File: config.mk
export PLATFORM = sky130hd
export DESIGN_NAME = realtime_timer_calendar
export DESIGN_NICKNAME = d
export VERILOG_FILES = /design/src/realtime_pkg.sv /design/src/realtime_timer_calendar.sv
export SDC_FILE = /design/constraint.sdc
export NUM_CORES = 1
export LEC_CHECK = 0
export ABC_AREA = 1
export BUFFER_PORTS_ARGS = -buffer_cell sky130_fd_sc_hd__buf_2
export CORE_MARGIN = 8
export CORE_UTILIZATION = 40
export CTS_CLUSTER_DIAMETER = 30
export DETAILED_ROUTE_END_ITERATION = 12
export SLEW_MARGIN = 20
export SYNTH_ARGS = -nofsm -noshare
export SYNTH_HDL_FRONTEND = slang
export SYNTH_SLANG_ARGS = --single-unit
File: constraint.sdc
create_clock -name clk_i -period 4.1 [get_ports clk_i]
set_input_delay 0.615 -clock clk_i [delete_from_list [all_inputs] [get_ports clk_i]]
set_output_delay 0.615 -clock clk_i [all_outputs]
set_load 0.05 [all_outputs]
File: src/realtime_pkg.sv
// Purpose: Shared constants for the countdown timer and calendar block.
// Assumes: 32-bit AHB-Lite register bus, one register per aligned word.
// Notes: Register offsets are byte addresses.
package realtime_pkg;
  localparam logic [7:0] OFS_DATE_COUNT = 8'h00;
  localparam logic [7:0] OFS_DATE_ALARM = 8'h04;
  localparam logic [7:0] OFS_DATE_PRESET = 8'h08;
  localparam logic [7:0] OFS_YEAR_COUNT = 8'h0C;
  localparam logic [7:0] OFS_YEAR_ALARM = 8'h10;
  localparam logic [7:0] OFS_YEAR_PRESET = 8'h14;
  localparam logic [7:0] OFS_IRQ_MASK = 8'h1C;
  localparam logic [7:0] OFS_RAW_STATUS = 8'h20;
  localparam logic [7:0] OFS_MASKED_STATUS = 8'h24;
  localparam logic [7:0] OFS_IRQ_CLEAR = 8'h28;
  localparam logic [7:0] OFS_COUNTDOWN = 8'h2C;
  localparam logic [7:0] OFS_TIMER_CTRL = 8'h30;
  localparam logic [7:0] OFS_FIRST_RELOAD = 8'h34;
  localparam logic [7:0] OFS_SECOND_RELOAD = 8'h38;
  localparam logic [7:0] OFS_PATTERN0 = 8'h3C;
  localparam logic [7:0] OFS_PATTERN3 = 8'h48;
  // Timer control fields.
  localparam int CTRL_RUN_BIT = 0;
  localparam int CTRL_ONESHOT_BIT = 1;
  localparam int CTRL_SELFSTART_BIT = 2;
  localparam int CTRL_PATLEN_LSB = 4;
  localparam int CTRL_PATLEN_MSB = 10;
  // Interrupt bit positions in mask, status and clear registers.
  localparam int IRQ_ALARM_BIT = 0;
  localparam int IRQ_COUNTDOWN_BIT = 1;
  // Date field positions.
  localparam int SEC_LSB = 0;
  localparam int MIN_LSB = 6;
  localparam int HOUR_LSB = 12;
  localparam int DAYW_LSB = 17;
  localparam int DAYM_LSB = 20;
  localparam int MONTH_LSB = 25;
  // Reset values and the last year before the year count wraps to zero.
  localparam logic [31:0] DATE_COUNT_RST = 32'h0212_0000;
  localparam logic [13:0] YEAR_COUNT_RST = 14'h2000;
  localparam logic [13:0] YEAR_ALARM_RST = 14'h2000;
  localparam logic [31:0] COUNTDOWN_RST = 32'h0FFF_FFFF;
  localparam logic [13:0] YEAR_LAST = 14'h1000;
endpackage : realtime_pkg

File: src/realtime_timer_calendar.sv
// Purpose: Countdown timer with reload pattern and a calendar with alarm.
// Assumes: lsclk_i and one_hz_tick_i are asynchronous pins, sampled on clk_i.
// Notes: Zero-wait AHB-Lite slave; response is always OKAY.
//
// The AHB-Lite interface to the registers and the register offsets are this design's own decisions.
`timescale 1ns/1ps
module realtime_timer_calendar
  import realtime_pkg::*;
(
  // Clock and reset.
  input wire logic clk_i,
  input wire logic rst_b_i,
  // AHB-Lite slave.
  input wire logic hsel_i,
  input wire logic [31:0] haddr_i,
  input wire logic [1:0] htrans_i,
  input wire logic hwrite_i,
  input wire logic [2:0] hsize_i,
  input wire logic [31:0] hwdata_i,
  input wire logic hready_i,
  output logic [31:0] hrdata_o,
  output logic hreadyout_o,
  output logic hresp_o,
  // Time bases.
  input wire logic lsclk_i,
  input wire logic one_hz_tick_i,
  // Interrupts.
  output logic combined_irq_o
);

  logic ls_s1_r, ls_s2_r, ls_s3_r, hz_s1_r, hz_s2_r, hz_s3_r;
  logic ls_tick, hz_tick;
  logic wr_pend_r;
  logic [7:0] wr_addr_r;
  logic [31:0] ctrl_r, first_reload_value_r, second_reload_value_r, countdown_value_r;
  logic [127:0] pattern_r;
  logic [6:0] pat_idx_r;
  logic [31:0] date_time_count_r, date_time_alarm_r, date_time_preset_r;
  logic [13:0] year_count_r, year_alarm_r, year_preset_r;
  logic preset_pend_r, cal_upd_r;
  logic [1:0] irq_mask_reg_r, raw_irq_status_r;
  logic wr_ctrl, wr_rl1, wr_rl2, wr_clr, timer_run_bit, oneshot_select, zero_evt;
  logic alarm_match, pat_bit;
  logic [31:0] date_nxt;
  logic [13:0] year_nxt;

  assign hreadyout_o = 1'b1;
  assign hresp_o = 1'b0;
  assign timer_run_bit = ctrl_r[CTRL_RUN_BIT];
  assign oneshot_select = ctrl_r[CTRL_ONESHOT_BIT];

  // Input synchronisers; the third stage only serves edge detection.
  always_ff @(posedge clk_i or negedge rst_b_i) begin
    if (!rst_b_i) begin
      ls_s1_r <= 1'b0;
      ls_s2_r <= 1'b0;
      ls_s3_r <= 1'b0;
      hz_s1_r <= 1'b0;
      hz_s2_r <= 1'b0;
      hz_s3_r <= 1'b0;
    end else begin
      ls_s1_r <= lsclk_i;
      ls_s2_r <= ls_s1_r;
      ls_s3_r <= ls_s2_r;
      hz_s1_r <= one_hz_tick_i;
      hz_s2_r <= hz_s1_r;
      hz_s3_r <= hz_s2_r;
    end
  end
  assign ls_tick = ls_s2_r & ~ls_s3_r;
  assign hz_tick = hz_s2_r & ~hz_s3_r;

  // Bus address phase capture for writes.
  always_ff @(posedge clk_i or negedge rst_b_i) begin
    if (!rst_b_i) begin
      wr_pend_r <= 1'b0;
      wr_addr_r <= 8'h00;
    end else if (hready_i) begin
      wr_pend_r <= hsel_i & htrans_i[1] & hwrite_i;
      wr_addr_r <= haddr_i[7:0];
    end
  end
  assign wr_ctrl = wr_pend_r && (wr_addr_r == OFS_TIMER_CTRL);
  assign wr_rl1 = wr_pend_r && (wr_addr_r == OFS_FIRST_RELOAD);
  assign wr_rl2 = wr_pend_r && (wr_addr_r == OFS_SECOND_RELOAD);
  assign wr_clr = wr_pend_r && (wr_addr_r == OFS_IRQ_CLEAR);
  assign zero_evt = ls_tick && timer_run_bit && (countdown_value_r == 32'h0000_0000);
  assign pat_bit = pattern_r[pat_idx_r];

  // Read data is taken in the address phase and registered.
  always_ff @(posedge clk_i or negedge rst_b_i) begin
    if (!rst_b_i) begin
      hrdata_o <= 32'h0000_0000;
    end else if (hready_i && hsel_i && htrans_i[1] && !hwrite_i) begin
      if (haddr_i[7:0] == OFS_DATE_COUNT) begin
        hrdata_o <= date_time_count_r;
      end else if (haddr_i[7:0] == OFS_DATE_ALARM) begin
        hrdata_o <= date_time_alarm_r;
      end else if (haddr_i[7:0] == OFS_DATE_PRESET) begin
        hrdata_o <= date_time_preset_r;
      end else if (haddr_i[7:0] == OFS_YEAR_COUNT) begin
        hrdata_o <= {18'h00000, year_count_r};
      end else if (haddr_i[7:0] == OFS_YEAR_ALARM) begin
        hrdata_o <= {18'h00000, year_alarm_r};
      end else if (haddr_i[7:0] == OFS_YEAR_PRESET) begin
        hrdata_o <= {18'h00000, year_preset_r};
      end else if (haddr_i[7:0] == OFS_IRQ_MASK) begin
        hrdata_o <= {30'h0000_0000, irq_mask_reg_r};
      end else if (haddr_i[7:0] == OFS_RAW_STATUS) begin
        hrdata_o <= {30'h0000_0000, raw_irq_status_r};
      end else if (haddr_i[7:0] == OFS_MASKED_STATUS) begin
        hrdata_o <= {30'h0000_0000, raw_irq_status_r & irq_mask_reg_r};
      end else if (haddr_i[7:0] == OFS_COUNTDOWN) begin
        hrdata_o <= countdown_value_r;
      end else if (haddr_i[7:0] == OFS_TIMER_CTRL) begin
        hrdata_o <= ctrl_r;
      end else if (haddr_i[7:0] == OFS_FIRST_RELOAD) begin
        hrdata_o <= first_reload_value_r;
      end else if (haddr_i[7:0] == OFS_SECOND_RELOAD) begin
        hrdata_o <= second_reload_value_r;
      end else if (haddr_i[7:0] >= OFS_PATTERN0 && haddr_i[7:0] <= OFS_PATTERN3) begin
        hrdata_o <= pattern_r[32*((haddr_i[7:0] - OFS_PATTERN0) >> 2) +: 32];
      end else begin
        hrdata_o <= 32'h0000_0000;
      end
    end
  end

  // Timer control: software writes win; hardware halts one-shot at zero.
  always_ff @(posedge clk_i or negedge rst_b_i) begin
    if (!rst_b_i) begin
      ctrl_r <= 32'h0000_0000;
    end else if (wr_ctrl) begin
      ctrl_r <= {21'h000000, hwdata_i[10:0]};
    end else if ((wr_rl1 || wr_rl2) && !timer_run_bit && oneshot_select
                 && ctrl_r[CTRL_SELFSTART_BIT]) begin
      ctrl_r[CTRL_RUN_BIT] <= 1'b1;
    end else if (zero_evt && oneshot_select) begin
      ctrl_r[CTRL_RUN_BIT] <= 1'b0;
    end
  end

  // Reload values and pattern.
  always_ff @(posedge clk_i or negedge rst_b_i) begin
    if (!rst_b_i) begin
      first_reload_value_r <= 32'h0000_0000;
      second_reload_value_r <= 32'h0000_0000;
      pattern_r <= '0;
    end else begin
      if (wr_rl1 && !timer_run_bit) begin
        first_reload_value_r <= hwdata_i;
      end
      if (wr_rl2 && !timer_run_bit) begin
        second_reload_value_r <= hwdata_i;
      end
      if (wr_pend_r && wr_addr_r >= OFS_PATTERN0 && wr_addr_r <= OFS_PATTERN3) begin
        pattern_r[32*((wr_addr_r - OFS_PATTERN0) >> 2) +: 32] <= hwdata_i;
      end
    end
  end

  // Down-counter.
  always_ff @(posedge clk_i or negedge rst_b_i) begin
    if (!rst_b_i) begin
      countdown_value_r <= COUNTDOWN_RST;
    end else if ((wr_rl1 || wr_rl2) && !timer_run_bit && oneshot_select) begin
      countdown_value_r <= hwdata_i;
    end else if (wr_ctrl && hwdata_i[CTRL_RUN_BIT] && !timer_run_bit) begin
      countdown_value_r <= first_reload_value_r;
    end else if (zero_evt) begin
      if (!oneshot_select) begin
        countdown_value_r <= pat_bit ? second_reload_value_r : first_reload_value_r;
      end
    end else if (ls_tick && timer_run_bit) begin
      countdown_value_r <= countdown_value_r - 32'h0000_0001;
    end
  end

  // Pattern index advances once per periodic interrupt.
  always_ff @(posedge clk_i or negedge rst_b_i) begin
    if (!rst_b_i) begin
      pat_idx_r <= 7'h00;
    end else if (wr_ctrl && hwdata_i[CTRL_RUN_BIT] && !timer_run_bit) begin
      pat_idx_r <= 7'h00;
    end else if (zero_evt && !oneshot_select) begin
      if (pat_idx_r + 7'h01 >= ctrl_r[CTRL_PATLEN_MSB:CTRL_PATLEN_LSB]) begin
        pat_idx_r <= 7'h00;
      end else begin
        pat_idx_r <= pat_idx_r + 7'h01;
      end
    end
  end

  // Next calendar value from one second of carry.
  function automatic logic [4:0] days_in_month(input logic [3:0] mon, input logic leap);
    case (mon)
      4'h4, 4'h6, 4'h9, 4'hB: days_in_month = 5'h1E;
      4'h2: days_in_month = leap ? 5'h1D : 5'h1C;
      default: days_in_month = 5'h1F;
    endcase
  endfunction : days_in_month

  always_comb begin
    date_nxt = date_time_count_r;
    year_nxt = year_count_r;
    date_nxt[SEC_LSB +: 6] = date_time_count_r[SEC_LSB +: 6] + 6'h01;
    if (date_time_count_r[SEC_LSB +: 6] >= 6'h3B) begin
      date_nxt[SEC_LSB +: 6] = 6'h00;
      date_nxt[MIN_LSB +: 6] = date_time_count_r[MIN_LSB +: 6] + 6'h01;
      if (date_time_count_r[MIN_LSB +: 6] >= 6'h3B) begin
        date_nxt[MIN_LSB +: 6] = 6'h00;
        date_nxt[HOUR_LSB +: 5] = date_time_count_r[HOUR_LSB +: 5] + 5'h01;
        if (date_time_count_r[HOUR_LSB +: 5] >= 5'h17) begin
          date_nxt[HOUR_LSB +: 5] = 5'h00;
          date_nxt[DAYW_LSB +: 3] = (date_time_count_r[DAYW_LSB +: 3] >= 3'h7) ? 3'h1
                                    : date_time_count_r[DAYW_LSB +: 3] + 3'h1;
          date_nxt[DAYM_LSB +: 5] = date_time_count_r[DAYM_LSB +: 5] + 5'h01;
          if (date_time_count_r[DAYM_LSB +: 5] >= days_in_month(
                date_time_count_r[MONTH_LSB +: 4], year_count_r[1:0] == 2'b00)) begin
            date_nxt[DAYM_LSB +: 5] = 5'h01;
            date_nxt[MONTH_LSB +: 4] = date_time_count_r[MONTH_LSB +: 4] + 4'h1;
            if (date_time_count_r[MONTH_LSB +: 4] >= 4'hC) begin
              date_nxt[MONTH_LSB +: 4] = 4'h1;
              year_nxt = (year_count_r >= YEAR_LAST) ? 14'h0000
                         : year_count_r + 14'h0001;
            end
          end
        end
      end
    end
  end

  // Calendar counters, presets and alarm registers.
  always_ff @(posedge clk_i or negedge rst_b_i) begin
    if (!rst_b_i) begin
      date_time_count_r <= DATE_COUNT_RST;
      year_count_r <= YEAR_COUNT_RST;
      date_time_alarm_r <= 32'h0000_0000;
      year_alarm_r <= YEAR_ALARM_RST;
      date_time_preset_r <= 32'h0000_0000;
      year_preset_r <= 14'h0000;
      preset_pend_r <= 1'b0;
      cal_upd_r <= 1'b0;
    end else begin
      cal_upd_r <= hz_tick;
      if (wr_pend_r && wr_addr_r == OFS_DATE_ALARM) date_time_alarm_r <= {3'h0, hwdata_i[28:0]};
      if (wr_pend_r && wr_addr_r == OFS_YEAR_ALARM) year_alarm_r <= hwdata_i[13:0];
      if (wr_pend_r && wr_addr_r == OFS_YEAR_PRESET) year_preset_r <= hwdata_i[13:0];
      if (wr_pend_r && wr_addr_r == OFS_DATE_PRESET) begin
        date_time_preset_r <= {3'h0, hwdata_i[28:0]};
        preset_pend_r <= 1'b1;
      end else if (hz_tick) begin
        preset_pend_r <= 1'b0;
      end
      if (hz_tick) begin
        if (preset_pend_r) begin
          date_time_count_r <= date_time_preset_r;
          year_count_r <= year_preset_r;
        end else begin
          date_time_count_r <= date_nxt;
          year_count_r <= year_nxt;
        end
      end
    end
  end

  // Alarm comparison; zero weekday, day, month and year fields are wildcards.
  assign alarm_match =
    (date_time_count_r[16:0] == date_time_alarm_r[16:0]) &&
    (date_time_alarm_r[DAYW_LSB +: 3] == 3'h0 ||
     date_time_alarm_r[DAYW_LSB +: 3] == date_time_count_r[DAYW_LSB +: 3]) &&
    (date_time_alarm_r[DAYM_LSB +: 5] == 5'h00 ||
     date_time_alarm_r[DAYM_LSB +: 5] == date_time_count_r[DAYM_LSB +: 5]) &&
    (date_time_alarm_r[MONTH_LSB +: 4] == 4'h0 ||
     date_time_alarm_r[MONTH_LSB +: 4] == date_time_count_r[MONTH_LSB +: 4]) &&
    (year_alarm_r == 14'h0000 || year_alarm_r == year_count_r);

  // Mask register and sticky raw status; a new event beats a clear.
  always_ff @(posedge clk_i or negedge rst_b_i) begin
    if (!rst_b_i) begin
      irq_mask_reg_r <= 2'b00;
      raw_irq_status_r <= 2'b00;
    end else begin
      if (wr_pend_r && wr_addr_r == OFS_IRQ_MASK) irq_mask_reg_r <= hwdata_i[1:0];
      if (cal_upd_r && alarm_match) begin
        raw_irq_status_r[IRQ_ALARM_BIT] <= 1'b1;
      end else if (wr_clr && hwdata_i[IRQ_ALARM_BIT]) begin
        raw_irq_status_r[IRQ_ALARM_BIT] <= 1'b0;
      end
      if (zero_evt) begin
        raw_irq_status_r[IRQ_COUNTDOWN_BIT] <= 1'b1;
      end else if (wr_clr && hwdata_i[IRQ_COUNTDOWN_BIT]) begin
        raw_irq_status_r[IRQ_COUNTDOWN_BIT] <= 1'b0;
      end
    end
  end

  assign combined_irq_o = |(raw_irq_status_r & irq_mask_reg_r);
endmodule : realtime_timer_calendar

# After elaboration in Yosys (flattened, before gate mapping)
# Cells that the tools add are included.
[word_totals]
ff_bits = 424
word_cells = 219
output_inout_bits = 35
[op_classes]
eq_ne = 32
addsub = 12
mux = 54
n_lt_le_gt_ge = 13
reduce_logical = 67
bitwise_logic = 7
shifts = 3
[ops]
columns = ["cell", "count"]
rows = [
  ["$mux W32", 20],
  ["$bwmux W128", 1],
  ["$shift A32 B34 Y128 const A", 1],
  ["$shiftx A128 B33 Y32", 1],
  ["$shiftx A32 B34 Y128", 1],
  ["$mux W14", 7],
  ["$eq A8 B6 Y1 const B", 10],
  ["$mux W29", 2],
  ["$eq A8 B5 Y1 const B", 6],
  ["$neg A32 Y34", 1],
  ["$logic_and A1 B1 Y1", 33],
  ["$logic_not A32 Y1", 1],
  ["$sub A32 B1 Y32 const B", 1],
  ["$eq A8 B4 Y1 const B", 3],
  ["$mux W23", 1],
  ["$mux W7", 3],
  ["$reduce_bool A2 Y1", 9],
  ["$sub A8 B6 Y9 const B", 2],
  ["$eq A17 B17 Y1", 1],
  ["$mux W17", 1],
  ["$eq A8 B3 Y1 const B", 2],
  ["$ge A8 B6 Y1 const B", 2],
  ["$le A8 B7 Y1 const B", 2],
  ["$mux W5", 3],
  ["48 further kinds", 74],
]

# Depth between registers and ports, before layout
[depth]
word_depth = 16
depth_mapped = 24
ltp_nobuf = 22

# Worst setup path after synthesis
# OpenSTA, ideal clock, no wires.
[synth_path]
kind = "flip-flop to flip-flop"
from = "reg wr_addr_r[2]"
to = "reg pattern_r[44]"
path_slack_ns = 0.740
period_less_slack_ns = 3.360
path_stages_with_launch = 24
arrival_time_ns = 3.240
setup_time_ns = 0.120
path_cell_list = "dfrtp_1 -> inv_2 -> ha_1 -> buf_2 -> nor2_1 -> inv_1 -> nor2_1 -> nand2_1 -> nor2_1 -> inv_1 -> nor2_1 -> inv_1 -> ha_1 -> nor4_1 -> nand4_1 -> nor2_1 -> nand3_1 -> nor3_4 -> nand3_2 -> inv_2 -> buf_2 -> o21ai_0 -> o21ai_0 -> inv_1"
[synth_via]
elab_chain_len = 4
[synth_lines]
columns = ["item", "line_no", "text"]
rows = [
  ["from (decl)", "realtime_timer_calendar.sv:34", "logic [7:0] wr_addr_r;"],
  ["from (signal assigned)", "realtime_timer_calendar.sv:80", "wr_addr_r <= haddr_i[7:0];"],
  ["$sub A8 B6 Y9", "realtime_timer_calendar.sv:157", "pattern_r[32*((wr_addr_r - OFS_PATTERN0) >> 2) +: 32] <= hwdata_i;"],
  ["$neg A32 Y34", "realtime_timer_calendar.sv:157", ""],
  ["$shiftx A32 B34 Y128 / $shift A32 B34 Y128 (equally long branches)", "realtime_timer_calendar.sv:157", ""],
  ["$bwmux W128", "realtime_timer_calendar.sv:157", ""],
  ["to (signal, indexed assignment)", "realtime_timer_calendar.sv:157", ""],
  ["to (decl)", "realtime_timer_calendar.sv:36", "logic [127:0] pattern_r;"],
]
# Parallel ways exist; a longest one is shown, timed or not.
# A chain may end at the register's enable or synchronous reset.

# Worst setup path in the final report
[layout_path]
from = "reg wr_addr_r[2]"
to = "reg pattern_r[124]"
# Same word-level chain as after synthesis.

==> metrics.md <==
| Metric | Value |
|---|---|
| Number of global-route vias before repair | `between 20,000 and 25,000` |
| Leakage | `~16 nW` |
| Netlist cell types | `between 60 and 70` |
| Post-Synthesis Cells | `3,541` |
| Final net count | `roughly 3,700` |
| Initial antenna violation count | `4` |
| Hold Path Class | `input port to async pin` |
| Seq/Total Area, Yosys | `0.422` |
| Most frequent cells in the layout | `982 x nand2_1, 504 x o21ai_0, 390 x dfrtp_1, 378 x inv_1, 250 x a21oi_1` |
| Maximum VDD drop | `approximately 0.36 mV` |
| GR Overflow Total | `0` |
| DRT antenna net count | `0` |
| Period Utilization, post-route | `0.908` |
| Fin Clk Skew | `0.0482 ns` |
| Total track usage | `0.244` |
| FF-to-FF End | `pattern_r[124]` |
| DR pass1 iterations | `6` |
| Setup Viol. Count Final | `0` |
| Top achievable clock speed | `around 0.27 GHz` |
| Clock transition at path regs | `about 0.040 ns` |
| CTS Hold Bufs | `0` |
| Kind of critical path | `register to register` |
| Clock Root Buffer | `clkbuf_16` |
| Post-CTS sizing | `0` |
| Logic pwr share | `0.122` |
| Syn Area/Cell | `between 7 and 8 um^2` |
| Share of cells above drive strength 1 | `0.121` |
| Row cnt | `92` |
| Via count | `~25,000` |
| Post-synth top flop | `dfrtp_1` |
| Rel. slew slack | `0.281` |
| FFs w/ async S/R, synth | `1.00` |
| Die ar. | `approximately 70,000 um^2` |
| Post-synth EDFFs | `0` |
| Mapped cell area | `around 25,000 um^2` |
| Setup bufs post-CTS | `0` |
| Slew Limit Fails | `0` |
| # port buffers | `80` |
| Drt total wl | `a little under 90 mm` |
| I/O Pins | `111` |
| Power Density | `546 nW/um^2` |
| Initial drt markers | `2,494` |
| Worst slew pin tran | `1.08 ns` |
| Drc violations | `0` |
| Vias per std cell | `5.39` |
| Worst skew pair latency | `0.68 ns` |
| Overall die height | `between 200 and 300 um` |
| Max-Cap Viols | `0` |
| Clk sinks | `~420` |
| Yosys warning count | `0` |
| Fillers | `between 6,000 and 7,000` |
| Worst setup margin | `roughly 0.38 ns` |
| Tmin final | `roughly 3.7 ns` |
| Dpl hpwl | `roughly 61 mm` |
| Maximum clock path buffer count | `3` |
| RR Startpoint | `wr_addr_r[2]` |
| Internal power | `12.2 mW` |
| FF+latch count, synth | `approximately 420` |
| Switch share | `0.275` |
| Largest net degree at the start of global routing | `108` |
| Initial Utilization | `0.402` |
| FF-to-FF setup slack | `about 0.38 ns` |
| Net Sw Power | `between 4 and 5 mW` |
| GPL Wtd Cong | `0.929` |
| Setup TNS | `0 ns` |
| Core footprint | `between 60,000 and 70,000 um^2` |
| Worst EP required | `4.62 ns` |
| Wire per inst | `19.2 um` |
| Die Wd | `267 um` |
| Pre-CTS setup slack | `just under 0.4 ns` |
| Outcome | `complete, no violations` |
| Most common cell after layout, fill and taps aside | `nand2_1` |
| H-tree depth | `3` |
| Endpoints failing hold | `0` |
| CP arrival | `between 4 and 5 ns` |
| Clock Power Share | `0.589` |
| Seq pwr share | `0.289` |
| Worst setup EP type | `register` |
| Unrepaired setup endpoints after global routing | `false` |
| TritonCTS Buffers | `between 100 and 150` |
| First-pass GRT wire length | `approximately 140 mm` |
| Synth-to-layout area growth | `22.0%` |
| FF-to-FF path depth | `21` |
| Worst setup SP type | `register` |
| CP max FO | `64` |
| CTS tree | `built` |
| Syn_nets | `3,655` |
[layer usage]
layer | global-route usage | share of wire | vias to the layer above
li1 | - | - | 11800
met1 | 0.338 | 0.45 | 11600
met2 | 0.388 | 0.46 | 999
met3 | 0.0380 | 0.071 | 155
met4 | 0.0790 | 0.027 | 0
met5 | 0 | 0 | -
[cell usage after synthesis (13+ instances only)]
| library cell | n | area (um^2) |
|---|---|---|
| a21oi_1 | 250 | 1250 |
| a221oi_1 | 16 | 140 |
| a22oi_1 | 33 | 248 |
| buf_2 | 43 | 215 |
| buf_4 | 20 | 150 |
| clkbuf_1 | 108 | 405 |
| dfrtp_1 | 391 | 9780 |
| dfstp_2 | 33 | 867 |
| ha_1 | 38 | 475 |
| inv_1 | 378 | 1420 |
| inv_2 | 18 | 67.6 |
| nand2_1 | 984 | 3690 |
| nand3_1 | 214 | 1070 |
| nand4_1 | 21 | 131 |
| nor2_1 | 211 | 792 |
| nor3_1 | 20 | 100 |
| nor4_1 | 17 | 106 |
| o211ai_1 | 19 | 143 |
| o21ai_0 | 504 | 2520 |
| o21ai_1 | 26 | 130 |
| o22ai_1 | 27 | 169 |
| o31ai_1 | 13 | 97.6 |
| xnor2_1 | 15 | 131 |
| xor2_1 | 29 | 254 |
[area by class of cell]
class	instances	area, um^2	share of cell area
Timing Repair Buffer	137	938	0.0305
Clock inverter	76	1130	0.0366
Inverter	405	1520	0.0495
Clock buffer	148	3230	0.105
Sequential cell	424	10700	0.346
Tap cell	846	1060	0.0344
Antenna cell	2	5.00	0.000163
Multi-Input combinational cell	2527	12200	0.398
[worst max path at each step]
stage	from	cells after the start	slack (ns)	to
after floorplan	wr_addr_r[2]	23	0.74	pattern_r[44]
after global placement	wr_addr_r[2]	21	0.46	pattern_r[91]
after detailed placement	wr_addr_r[2]	21	0.38	pattern_r[113]
after CTS	wr_addr_r[2]	21	0.36	pattern_r[113]
after global routing	wr_addr_r[2]	21	0.009	pattern_r[124]
final	wr_addr_r[2]	21	0.38	pattern_r[124]
[flip-flops by register name, indices dropped and copies added, names as in the netlist, 2 cells and up]
register               cells
date_time_preset_r        29
wr_addr_r                  8
date_time_alarm_r         29
second_reload_value_r     32
ctrl_r                    11
pattern_r                128
year_count_r              14
year_preset_r             14
date_time_count_r         29
raw_irq_status_r           2
year_alarm_r              14
first_reload_value_r      32
countdown_value_r         32
pat_idx_r                  7
irq_mask_reg_r             2
hrdata_o                  32
[worst max-delay path, stage by stage (launching register included)]
cell     delay, ns
dfrtp_1       0.46
inv_2         0.12
ha_1          0.32
nor2_1        0.10
inv_1         0.05
nor2_1        0.12
nand2_1       0.08
nor2_1        0.09
inv_1         0.05
nor2_1        0.18
inv_1         0.07
ha_1          0.28
nor4_1        0.28
nand4_1       0.12
nor2_1        0.11
nand3_1       0.14
nor3_4        0.17
buf_4         0.18
nand3_2       0.06
buf_4         0.31
nand2_1       0.13
o21ai_0       0.08
[logic make-up after synthesis]
group / Yosys count / synth area share
and+or+nand+nor: 1508 / 0.247
adders and majority gates: 38 / 0.0188
DFF: 424 / 0.422
other: 2 / 0.000298
muxes: 2 / 0.000794
xor gates and xnor gates: 45 / 0.0159
AOI/OAI and AO/OA: 932 / 0.200
buffers and inverters: 590 / 0.0940
[power groups by stage]
stage / clock network [mW] / logic (mW) / registers, mW
2_1_floorplan: 0 / 1.39 / 4.85
6_report: 9.90 / 2.06 / 4.86
5_1_grt: 10.3 / 2.33 / 4.90
3_3_place_gp: 0 / 2.01 / 4.90
4_1_cts: 10.0 / 2.04 / 4.85
3_5_place_dp: 0 / 2.03 / 4.90
[metrics by stage]
step / instance area (um^2) / hold WS (ns) / total power [mW] / cells / util
after CTS: 30800 / 0.0209 / 16.9 / 4563 / 0.490
after global routing: 30800 / 0.0241 / 17.5 / 4565 / 0.491
final: 30800 / 0.0504 / 16.8 / 4565 / 0.491
after detailed placement: 26400 / 0.339 / 6.93 / 4339 / 0.421
after floorplan: 25200 / 0.319 / 6.24 / 3541 / -
after global placement: 26400 / 0.338 / 6.92 / 4339 / 0.421
(Power assumes the default switching activity.)
